===== config.mk =====
export PLATFORM = sky130hd
export DESIGN_NAME = cst_rate_tracker
export DESIGN_NICKNAME = d
export VERILOG_FILES = /design/src/hw/cst_rate_tracker.v /design/src/hw/cst_zero_cross.v
export VERILOG_INCLUDE_DIRS = /design/src /design/src/hw
export SDC_FILE = /design/constraint.sdc
export NUM_CORES = 1
export LEC_CHECK = 0
export BUFFER_PORTS_ARGS = -buffer_cell sky130_fd_sc_hd__buf_2
export CORE_MARGIN = 5
export CORE_UTILIZATION = 26
export CTS_CLUSTER_DIAMETER = 30
export DETAILED_ROUTE_END_ITERATION = 8
export SYNTH_ARGS = -nofsm -noshare
export SYNTH_HDL_FRONTEND = slang
export SYNTH_HIERARCHICAL = 1
export SYNTH_SLANG_ARGS = --single-unit

===== constraint.sdc =====
create_clock -name ref_clk -period 3.85 [get_ports ref_clk]
set_input_delay 0.1925 -clock ref_clk [delete_from_list [all_inputs] [get_ports ref_clk]]
set_output_delay 0.1925 -clock ref_clk [all_outputs]
set_load 0.01 [all_outputs]

===== src/hw/cst_consts.vh =====
// Constants for the coherent sampling rate tracker
`ifndef CST_CONSTS_VH
`define CST_CONSTS_VH

// ----------------------------------------------------------------
// Clock and timing
// ----------------------------------------------------------------
`define CST_CLK_HZ 100000000
`define CST_CLK_NS 10
`define CST_CS_HIGH_NS 40
`define CST_CS_HIGH_CYC ((`CST_CS_HIGH_NS + `CST_CLK_NS - 1) / `CST_CLK_NS)

// ----------------------------------------------------------------
// Sampling plan
// ----------------------------------------------------------------
`define CST_ZC_PER_SPAN 10
`define CST_SAMPLES_PER_CYCLE 640
`define CST_CHANNELS 8
`define CST_FRAC_BITS 8
`define CST_FIXED_SPS 256000

// Fixed conversion period, clock cycles with 8 fraction bits (390.625)
`define CST_FIXED_PERIOD_Q8 (64'd100000000 * 64'd256 / 64'd256000)
// Span cycles over this gives conversion period in Q8 (span/25600*256)
`define CST_SPAN_DIVISOR ((`CST_ZC_PER_SPAN / 2) * `CST_SAMPLES_PER_CYCLE * `CST_CHANNELS / 256)
// Shortest accepted measured period, Q8 (16 whole cycles)
`define CST_MIN_PERIOD_Q8 4096

`endif


===== src/hw/cst_rate_tracker.v =====
// Coherent sampling rate tracker: line period estimate and chip-select timing
`timescale 1ns/1ps
`default_nettype none
`include "cst_consts.vh"

// Function
// [RULE_01] Detect line frequency from sample sign changes
// [RULE_02] Monitored channel is user selectable
// [RULE_03] Time ten crossings, five line cycles
// [RULE_04] Estimator separate, hands rate to acquisition
// [RULE_05] Coherent mode: 640 samples per line cycle
// [RULE_06] CS rate is frequency times 640 times 8
// [RULE_07] Coherent off: fixed 256 ksps rate
// [RULE_08] One common chip select to all converters
// [RULE_09] New period applies only at frame boundary; the code starts it at conversion 1 of the new frame
module cst_rate_tracker #(
  parameter DATA_W = 16,
  parameter SPAN_W = 24
) (
  // Clock and reset
  input wire ref_clk,
  input wire rst_n,
  // Sample stream from the converters
  input wire sampleValid,
  input wire [2:0] sampleChannel,
  input wire [DATA_W-1:0] sampleData,
  // User control
  input wire [2:0] monitorChannel,
  input wire coherentEnable,
  // Converter timing
  output reg csN,
  output reg [2:0] convIndex,
  output reg frameStart,
  // Status
  output reg [SPAN_W-1:0] measPeriodQ8,
  output reg measValid
);

  // ----------------------------------------------------------------
  // Derived constants
  // ----------------------------------------------------------------
  // Macros are 32 bits or wider; each is held at full width first
  // and then cut on purpose, so no constant silently drops bits
  localparam FB = `CST_FRAC_BITS;
  localparam INT_W = SPAN_W - FB;
  localparam [63:0] FIXED_FULL = `CST_FIXED_PERIOD_Q8;
  localparam [31:0] MIN_FULL = `CST_MIN_PERIOD_Q8;
  localparam [31:0] DIV_FULL = `CST_SPAN_DIVISOR;
  localparam [31:0] HIGH_FULL = `CST_CS_HIGH_CYC;
  localparam [31:0] CHAN_FULL = `CST_CHANNELS - 1;
  localparam [31:0] STEPS_FULL = SPAN_W;
  // Fixed rate: 390.625 clocks per conversion, fraction carried
  localparam [SPAN_W-1:0] FIXED_Q8 = FIXED_FULL[SPAN_W-1:0];
  // Floor against a noisy detector reporting an absurd line rate
  localparam [SPAN_W-1:0] MIN_Q8 = MIN_FULL[SPAN_W-1:0];
  // Divisor of 100 turns a five-cycle span straight into Q8
  localparam [7:0] SPAN_DIV = DIV_FULL[7:0];
  // Select high gap; the rest of each conversion is the low phase
  localparam [INT_W:0] CS_HIGH = HIGH_FULL[INT_W:0];
  // Last channel of the multiplexed frame
  localparam [2:0] LAST_CHAN = CHAN_FULL[2:0];
  // One quotient bit per clock, so a divide takes SPAN_W clocks
  localparam [4:0] DIV_STEPS = STEPS_FULL[4:0];

  // ----------------------------------------------------------------
  // Operating notes
  // ----------------------------------------------------------------
  // Samples arrive on this clock, so the stream has no synchroniser
  // Coherent mode without a lock keeps the fixed rate
  // Spans that saturate or finish while dividing are dropped
  // Divider latency is tiny next to one span, so little is lost
  // Rate changes wait for the end of conversion seven
  // First conversion of a new frame still runs at the old length
  // Fraction accumulator runs across frames for an exact mean rate
  // Limitation: a line faster than the floor keeps the last result

  // Divider states
  localparam DIV_IDLE = 1'b0;
  localparam DIV_BUSY = 1'b1;

  wire [SPAN_W-1:0] spanCycles;
  wire spanValid;

  // ----------------------------------------------------------------
  // Frequency estimator
  // ----------------------------------------------------------------
  // Estimation lives in its own unit; only a span word and its strobe cross over
  cst_zero_cross #(
    .DATA_W(DATA_W),
    .SPAN_W(SPAN_W)
  ) uZeroCross (
    .ref_clk(ref_clk),
    .rst_n(rst_n),
    .sampleValid(sampleValid),
    .sampleChannel(sampleChannel),
    .sampleData(sampleData),
    .monitorChannel(monitorChannel),
    .spanCycles(spanCycles),
    .spanValid(spanValid)
  ); // [RULE_04]

  // ----------------------------------------------------------------
  // Span to conversion period divider
  // ----------------------------------------------------------------
  reg divState;
  reg [4:0] divStep;
  reg [SPAN_W-1:0] divNum;
  reg [SPAN_W-1:0] divQuot;
  reg [7:0] divRem;
  wire [8:0] trialRem;
  wire [8:0] trialDiff;

  assign trialRem = {divRem, divNum[SPAN_W-1]};
  assign trialDiff = trialRem - {1'b0, SPAN_DIV};

  // Period Q8 = span / (5 * 640 * 8) * 256, one quotient bit per clock;
  // a span arriving while busy is dropped, the next one is 5 cycles away
  always @(posedge ref_clk or negedge rst_n) begin
    if (!rst_n) begin
      divState <= DIV_IDLE;
      divStep <= 5'h0;
      divNum <= {SPAN_W{1'b0}};
      divQuot <= {SPAN_W{1'b0}};
      divRem <= 8'h00;
      measPeriodQ8 <= {SPAN_W{1'b0}};
      measValid <= 1'b0;
    end else begin
      case (divState)
        DIV_IDLE: begin
          if (spanValid) begin
            divNum <= spanCycles;
            divQuot <= {SPAN_W{1'b0}};
            divRem <= 8'h00;
            divStep <= 5'h0;
            divState <= DIV_BUSY;
          end
        end
        DIV_BUSY: begin
          divNum <= {divNum[SPAN_W-2:0], 1'b0};
          if (!trialDiff[8]) begin
            divRem <= trialDiff[7:0];
          end else begin
            divRem <= trialRem[7:0];
          end
          divQuot <= {divQuot[SPAN_W-2:0], ~trialDiff[8]}; // [RULE_06]
          divStep <= divStep + 1'b1;
          if (divStep == DIV_STEPS - 1'b1) begin
            divState <= DIV_IDLE;
            // Implausibly fast lines are ignored, last good value kept
            if ({divQuot[SPAN_W-2:0], ~trialDiff[8]} >= MIN_Q8) begin
              measPeriodQ8 <= {divQuot[SPAN_W-2:0], ~trialDiff[8]}; // [RULE_05]
              measValid <= 1'b1;
            end
          end
        end
        default: begin
          divState <= DIV_IDLE;
        end
      endcase
    end
  end

  // ----------------------------------------------------------------
  // Chip-select generator
  // ----------------------------------------------------------------
  reg [SPAN_W-1:0] framePeriodQ8;
  reg [FB-1:0] fracAcc;
  reg [INT_W:0] convLen;
  reg [INT_W:0] phase;
  wire [SPAN_W-1:0] wantPeriodQ8;
  wire [FB:0] fracSum;
  wire [INT_W:0] next_convLen;
  wire convEnd;
  wire frameEnd;

  // Without a lock the fixed rate stands even in coherent mode
  assign wantPeriodQ8 = (coherentEnable && measValid) ? measPeriodQ8 : FIXED_Q8; // [RULE_07]
  assign convEnd = (phase == convLen - 1'b1);
  assign frameEnd = convEnd && (convIndex == LAST_CHAN);
  // Fraction accumulates so the mean rate is exact, not just the integer part
  assign fracSum = {1'b0, fracAcc} + {1'b0, framePeriodQ8[FB-1:0]};
  assign next_convLen = {1'b0, framePeriodQ8[SPAN_W-1:FB]} + {{INT_W{1'b0}}, fracSum[FB]};

  // One shared select: high gap then low conversion, channel by channel
  always @(posedge ref_clk or negedge rst_n) begin
    if (!rst_n) begin
      framePeriodQ8 <= FIXED_Q8;
      fracAcc <= {FB{1'b0}};
      convLen <= FIXED_Q8[SPAN_W-1:FB];
      phase <= {(INT_W+1){1'b0}};
      convIndex <= 3'h0;
      csN <= 1'b1;
      frameStart <= 1'b0;
    end else begin
      frameStart <= 1'b0;
      if (convEnd) begin
        phase <= {(INT_W+1){1'b0}};
        convLen <= next_convLen;
        fracAcc <= fracSum[FB-1:0];
        convIndex <= convIndex + 1'b1;
        csN <= 1'b1; // [RULE_08]
        if (frameEnd) begin
          // Period swaps only here so no select pulse is cut short
          framePeriodQ8 <= wantPeriodQ8; // [RULE_09]
          frameStart <= 1'b1;
        end
      end else begin
        phase <= phase + 1'b1;
        if (phase + 1'b1 >= CS_HIGH) begin
          csN <= 1'b0; // [RULE_08]
        end
      end
    end
  end

endmodule // cst_rate_tracker
`default_nettype wire


===== src/hw/cst_zero_cross.v =====
// Zero-crossing span timer on one selectable sample channel
`timescale 1ns/1ps
`default_nettype none
`include "cst_consts.vh"

module cst_zero_cross #(
  parameter DATA_W = 16,
  parameter SPAN_W = 24
) (
  // Clock and reset
  input wire ref_clk,
  input wire rst_n,
  // Sample stream
  input wire sampleValid,
  input wire [2:0] sampleChannel,
  input wire [DATA_W-1:0] sampleData,
  input wire [2:0] monitorChannel,
  // Measured span
  output reg [SPAN_W-1:0] spanCycles,
  output reg spanValid
);

  // Held at full width, then cut on purpose to the counter width
  localparam [31:0] CROSS_FULL = `CST_ZC_PER_SPAN - 1;
  localparam [3:0] LAST_CROSS = CROSS_FULL[3:0];

  reg [2:0] lastChannel;
  reg prevSign;
  reg havePrev;
  reg armed;
  reg [3:0] crossCount;
  reg [SPAN_W-1:0] spanCount;
  reg overflow;
  wire hit;
  wire crossing;
  wire chanChange;

  // Only the user-chosen channel feeds the detector
  assign hit = sampleValid && (sampleChannel == monitorChannel); // [RULE_02]
  // Sign change between successive samples; zero counts as positive
  assign crossing = hit && havePrev && (sampleData[DATA_W-1] != prevSign); // [RULE_01]
  assign chanChange = (lastChannel != monitorChannel);

  // ----------------------------------------------------------------
  // Span measurement over ten crossings
  // ----------------------------------------------------------------
  // A channel change restarts everything so spans never mix channels
  always @(posedge ref_clk or negedge rst_n) begin
    if (!rst_n) begin
      lastChannel <= 3'h0;
      prevSign <= 1'b0;
      havePrev <= 1'b0;
      armed <= 1'b0;
      crossCount <= 4'h0;
      spanCount <= {SPAN_W{1'b0}};
      overflow <= 1'b0;
      spanCycles <= {SPAN_W{1'b0}};
      spanValid <= 1'b0;
    end else begin
      lastChannel <= monitorChannel;
      spanValid <= 1'b0;
      if (chanChange) begin
        havePrev <= 1'b0;
        armed <= 1'b0;
      end else begin
        if (hit) begin
          prevSign <= sampleData[DATA_W-1];
          havePrev <= 1'b1;
        end
        // Saturate: a stalled input must not wrap into a short span
        if (armed) begin
          if (&spanCount) begin
            overflow <= 1'b1;
          end else begin
            spanCount <= spanCount + 1'b1;
          end
        end
        if (crossing) begin
          if (!armed || crossCount == LAST_CROSS) begin
            armed <= 1'b1;
            crossCount <= 4'h0;
            spanCount <= {SPAN_W{1'b0}};
            overflow <= 1'b0;
            // Tenth crossing closes five line cycles
            if (armed && !overflow) begin
              spanCycles <= spanCount + 1'b1; // [RULE_03]
              spanValid <= 1'b1;
            end
          end else begin
            crossCount <= crossCount + 1'b1;
          end
        end
      end
    end
  end

endmodule // cst_zero_cross
`default_nettype wire


==> metrics.txt <==
# TYPE chip_impl_metric gauge
chip_impl_metric{name="final.setup.tns",unit="ps"} 0
chip_impl_metric{name="timing.critical_path.slowest_cell_delay",unit="ps"} 550
chip_impl_metric{name="synth-seq-area-share",unit="%"} 48.9
chip_impl_metric{name="syn_nets",unit=""} 1115
chip_impl_metric{name="ant_diodes",unit=""} 0
chip_impl_metric{name="detail_route.drc_violations",unit=""} 0
chip_impl_metric{name="power_density",unit="nW/um2"} 454
chip_impl_metric{name="fillers",unit=""} 4302
chip_impl_metric{name="routed_wire_length_per_instance",unit="um"} 13.9
chip_impl_metric{name="cp.required",unit="ps"} 4250
chip_impl_metric{name="timing_max_transition_violations_final",unit=""} 0
chip_impl_info{name="clockRootBuffer",value="sky130_fd_sc_hd__clkbuf_16"} 1
chip_impl_metric{name="fmax",unit="GHz"} 0.302
chip_impl_metric{name="post_synth.cell_area_avg",unit="um2"} 10.4
chip_impl_metric{name="layout.nets",unit=""} 1157
chip_impl_metric{name="antenna_found_initial",unit=""} 0
chip_impl_metric{name="ant_nets",unit=""} 0
chip_impl_metric{name="worst_path_clk_slew",unit="ps"} 50
chip_impl_info{name="tritoncts",value="done"} 1
chip_impl_metric{name="grt_max_degree",unit=""} 124
chip_impl_info{name="path_class",value="flop to flop"} 1
chip_impl_metric{name="clockBufferDepth",unit=""} 3
chip_impl_metric{name="std_cell_rows",unit=""} 75
chip_impl_metric{name="synth-async-reset-ratio",unit="%"} 100
chip_impl_metric{name="power.switching",unit="W"} 0.00135
chip_impl_metric{name="clockPowerShare",unit="%"} 60.8
chip_impl_info{name="critical_path.top_delay_family",value="simple AND/OR/NAND/NOR gates"} 1
chip_impl_metric{name="power_report.internal_total",unit="W"} 0.00470
chip_impl_metric{name="grt_pass1_wl",unit="um"} 40500
chip_impl_metric{name="grt-ovfl-total",unit=""} 0
chip_impl_metric{name="hold_slack",unit="ps"} 80.7
chip_impl_metric{name="synth.lib_cells_used.distinct",unit=""} 68
chip_impl_metric{name="die_width",unit="um"} 217
chip_impl_info{name="synth.top_cells.by_area",value="sky130_fd_sc_hd__dfrtp_1 46%, sky130_fd_sc_hd__mux2_2 5.5%, sky130_fd_sc_hd__nand2_1 4.2%"} 1
chip_impl_info{name="netlist.top_cell.by_area",value="sky130_fd_sc_hd__dfrtp_1"} 1
chip_impl_metric{name="multiInputGateArea",unit="um2"} 5330
chip_impl_metric{name="routed-wl-met2",unit="um"} 11100
chip_impl_metric{name="floorplan.io_pins",unit=""} 56
chip_impl_metric{name="first_global_vias",unit=""} 8103
chip_impl_metric{name="hold_viol",unit=""} 0
chip_impl_info{name="worst_setup_start_kind",value="flop"} 1
chip_impl_metric{name="initial_core_util",unit="%"} 26.4
chip_impl_info{name="synth-main-ff-cell",value="sky130_fd_sc_hd__dfrtp_1"} 1
chip_impl_info{name="commonest_cells_after_routing_fill_and_taps_aside",value="204 x sky130_fd_sc_hd__dfrtp_1, 125 x sky130_fd_sc_hd__nand2_1, 90 x sky130_fd_sc_hd__o21ai_0"} 1
chip_impl_metric{name="sequentialPowerShare",unit="%"} 37.9
chip_impl_metric{name="fin_worst_skew",unit="ps"} 18.5
chip_impl_metric{name="wirelength_met1",unit="um"} 10700
chip_impl_metric{name="core_area",unit="um2"} 42100
chip_impl_info{name="worst_hold_startpoint",value="sampleValid"} 1
chip_impl_metric{name="swShare",unit="%"} 22.3
chip_impl_metric{name="final.min_clock_period",unit="ps"} 3310
chip_impl_metric{name="place_hpwl",unit="um"} 15400
chip_impl_info{name="crit_path_start",value="convLen[0]"} 1
chip_impl_metric{name="regArea",unit="um2"} 5450
chip_impl_metric{name="cts_buffers",unit=""} 41
chip_impl_metric{name="final.period_utilization",unit="%"} 85.9
chip_impl_info{name="run_status",value="completed"} 1
chip_impl_metric{name="cts-htree-levels",unit=""} 2
chip_impl_metric{name="via_count",unit=""} 7978
chip_impl_metric{name="globalplace.congestion",unit=""} 0.778
chip_impl_info{name="timing.critical_path.slowest_stage_cell",value="sky130_fd_sc_hd__or4b_1"} 1
chip_impl_metric{name="worst_slew_pin_slew",unit="ps"} 1000
chip_impl_metric{name="drive_gt1_share",unit="%"} 19.3
chip_impl_metric{name="viasPerCell",unit=""} 4.74
chip_impl_metric{name="area_of_the_die",unit="um2"} 47000
chip_impl_metric{name="area_delta_synth_final",unit="%"} 19.6
chip_impl_info{name="rsz0062_at_grt",value="false"} 1
chip_impl_metric{name="global_route.usage.total",unit="%"} 10.1
chip_impl_info{name="worstSetupEndpointType",value="flop"} 1
chip_impl_metric{name="drt-total-wl",unit="um"} 23400
chip_impl_metric{name="syn_inst",unit=""} 1069
chip_impl_metric{name="cp_data_arrival_time",unit="ps"} 3710
chip_impl_metric{name="met3WireLength",unit="um"} 1040
chip_impl_metric{name="critical_path_buf_inv_count",unit=""} 1
chip_impl_info{name="dr.max_layer_used",value="met4"} 1
chip_impl_metric{name="maxCapViolCount",unit=""} 0
chip_impl_metric{name="p_leak",unit="nW"} 6.25
chip_impl_metric{name="power.share.combinational",unit="%"} 1.3
chip_impl_metric{name="buffer_ports.inserted",unit=""} 40
chip_impl_info{name="timing.rr.start",value="convLen[0]"} 1
chip_impl_info{name="path_cells",value="inv_1 -> ha_1 -> or4b_1 -> nor3_1 -> o2111a_1 -> o22ai_1 -> a211oi_2 -> nand3_4 -> mux2_4"} 1
chip_impl_metric{name="synth_edf_count",unit=""} 0
chip_impl_metric{name="critical_path.max_fanout",unit=""} 24
chip_impl_metric{name="yosysWarnings",unit=""} 6
chip_impl_metric{name="setup_viol",unit=""} 0
chip_impl_info{name="hold_path_class",value="primary input to flop"} 1
chip_impl_metric{name="clock-sinks",unit=""} 217
chip_impl_info{name="layout.cells.most_common",value="sky130_fd_sc_hd__dfrtp_1"} 1
chip_impl_metric{name="worst_ir_drop_vdd",unit="uV"} 351
chip_impl_metric{name="netlist_area",unit="um2"} 11100
chip_impl_metric{name="fp.dieH",unit="um"} 217
chip_impl_metric{name="maxSlewHeadroom",unit="%"} 33.3
chip_impl_metric{name="drt-initial-drc-count",unit=""} 572
chip_impl_metric{name="drt_pass1_iterations",unit=""} 5
chip_impl_metric{name="synth_largest_type_area_fraction",unit="%"} 46.3
chip_impl_metric{name="insertion_delay_to_the_later_sink_of_the_worst_skew_pair",unit="ps"} 530
chip_impl_metric{name="postCtsResizedCells",unit=""} 0
chip_impl_metric{name="yosys_register_bits",unit=""} 217
## final timing paths
check	end	slack (ps)	depth (start not counted)
worst max-delay path	framePeriodQ8[20]	540	9
min in group asynchronous	convIndex[0]	330	2
worst min register to register	uZeroCross/spanCycles[13]	480	1
max in group asynchronous	uZeroCross/spanCycles[6]	2470	3
worst max register to register	framePeriodQ8[20]	540	9
worst min-delay path	uZeroCross/spanValid	80	4
## kinds of logic after synthesis
logic type               Yosys count  share of synthesized area [%]
adder cells (fa/ha/maj)           20                           2.32
AND/OR/NAND/NOR                  398                           18.8
AO/OA/AOI/OAI                    170                           9.44
XOR/XNOR                          90                           7.08
buffers and inverters             74                           3.21
multiplexers                     100                           10.2
flip-flops                       217                           48.9
## timing repair
item,CTS,global route
hold buffers,5,0
setup buffers,0,0
hold endpoints to repair,114,0
## power by group through the flow
stage	logic [W]	clock network, W	registers [W]
after floorplan	0.0000182	0	0.00233
after global placement	0.0000790	0	0.00233
after detailed placement	0.0000801	0	0.00233
after CTS	0.0000847	0.00378	0.00229
after global routing	0.0000948	0.00388	0.00229
final	0.0000801	0.00368	0.00229
## metal layers
metal  global-route usage, %  vias to the layer above
met2                    16.8                      137
met3                    2.33                       46
li1                        -                     3872
met1                    13.1                     3923
met4                    3.14                        0
met5                       0                        -
## per-stage QoR
stage / std cells / total power (W) / util [%] / area (um2) / setup WS (ps)
after CTS: 1683 / 0.00616 / 31.6 / 13300 / 500
after global routing: 1683 / 0.00627 / 31.6 / 13300 / 291
after floorplan: 1069 / 0.00235 / - / 11100 / 883
after global placement: 1602 / 0.00241 / 28.1 / 11800 / 585
after detailed placement: 1602 / 0.00241 / 28.1 / 11800 / 519
final: 1683 / 0.00605 / 31.6 / 13300 / 542
## synthesized netlist by cell type (6+ instances only)
cell,instances
sky130_fd_sc_hd__o21ai_0,90
sky130_fd_sc_hd__clkbuf_1,28
sky130_fd_sc_hd__ha_1,19
sky130_fd_sc_hd__and4_1,8
sky130_fd_sc_hd__nand2b_1,38
sky130_fd_sc_hd__and3_1,35
sky130_fd_sc_hd__xnor2_1,53
sky130_fd_sc_hd__nand3_1,31
sky130_fd_sc_hd__nand4_1,14
sky130_fd_sc_hd__mux2i_1,32
sky130_fd_sc_hd__inv_1,18
sky130_fd_sc_hd__dfstp_2,11
sky130_fd_sc_hd__nor3_1,27
sky130_fd_sc_hd__buf_1,9
sky130_fd_sc_hd__nor2_1,59
sky130_fd_sc_hd__or3_1,6
sky130_fd_sc_hd__mux2_4,14
sky130_fd_sc_hd__a21oi_1,18
sky130_fd_sc_hd__mux2_2,54
sky130_fd_sc_hd__buf_6,7
sky130_fd_sc_hd__a22o_1,6
sky130_fd_sc_hd__dfrtp_1,206
sky130_fd_sc_hd__nand2_1,125
sky130_fd_sc_hd__buf_2,7
sky130_fd_sc_hd__a211o_1,6
sky130_fd_sc_hd__nor4_1,16
sky130_fd_sc_hd__xor2_1,37
sky130_fd_sc_hd__a21o_1,13
## flip-flops by register name, summed over array words and instances, names as in the netlist, 3 cells and up
register and count:
phase 17, fracAcc 8, framePeriodQ8 24, convIndex 3, convLen 17, divStep 5
measPeriodQ8 24, divRem 8, divQuot 23, uZeroCross/spanCycles 24, uZeroCross/crossCount 4, divNum 24
uZeroCross/spanCount 24, uZeroCross/lastChannel 3
## tightest hold or removal path: cells and delay by family
kind / cells / cell delay (ps)
buffers and inverters: 2 / 130
AND/OR/NAND/NOR: 2 / 250
## area by class of cell
class | instances | area share [%]
flip-flops and latches | 217 | 40.9
multi-input cells | 778 | 40.0
clock buffers | 49 | 8.40
well taps | 539 | 5.07
repair buffers | 55 | 2.71
clock inverters | 27 | 2.38
inverters | 18 | 0.507
Power figures use the tool's default switching activity.
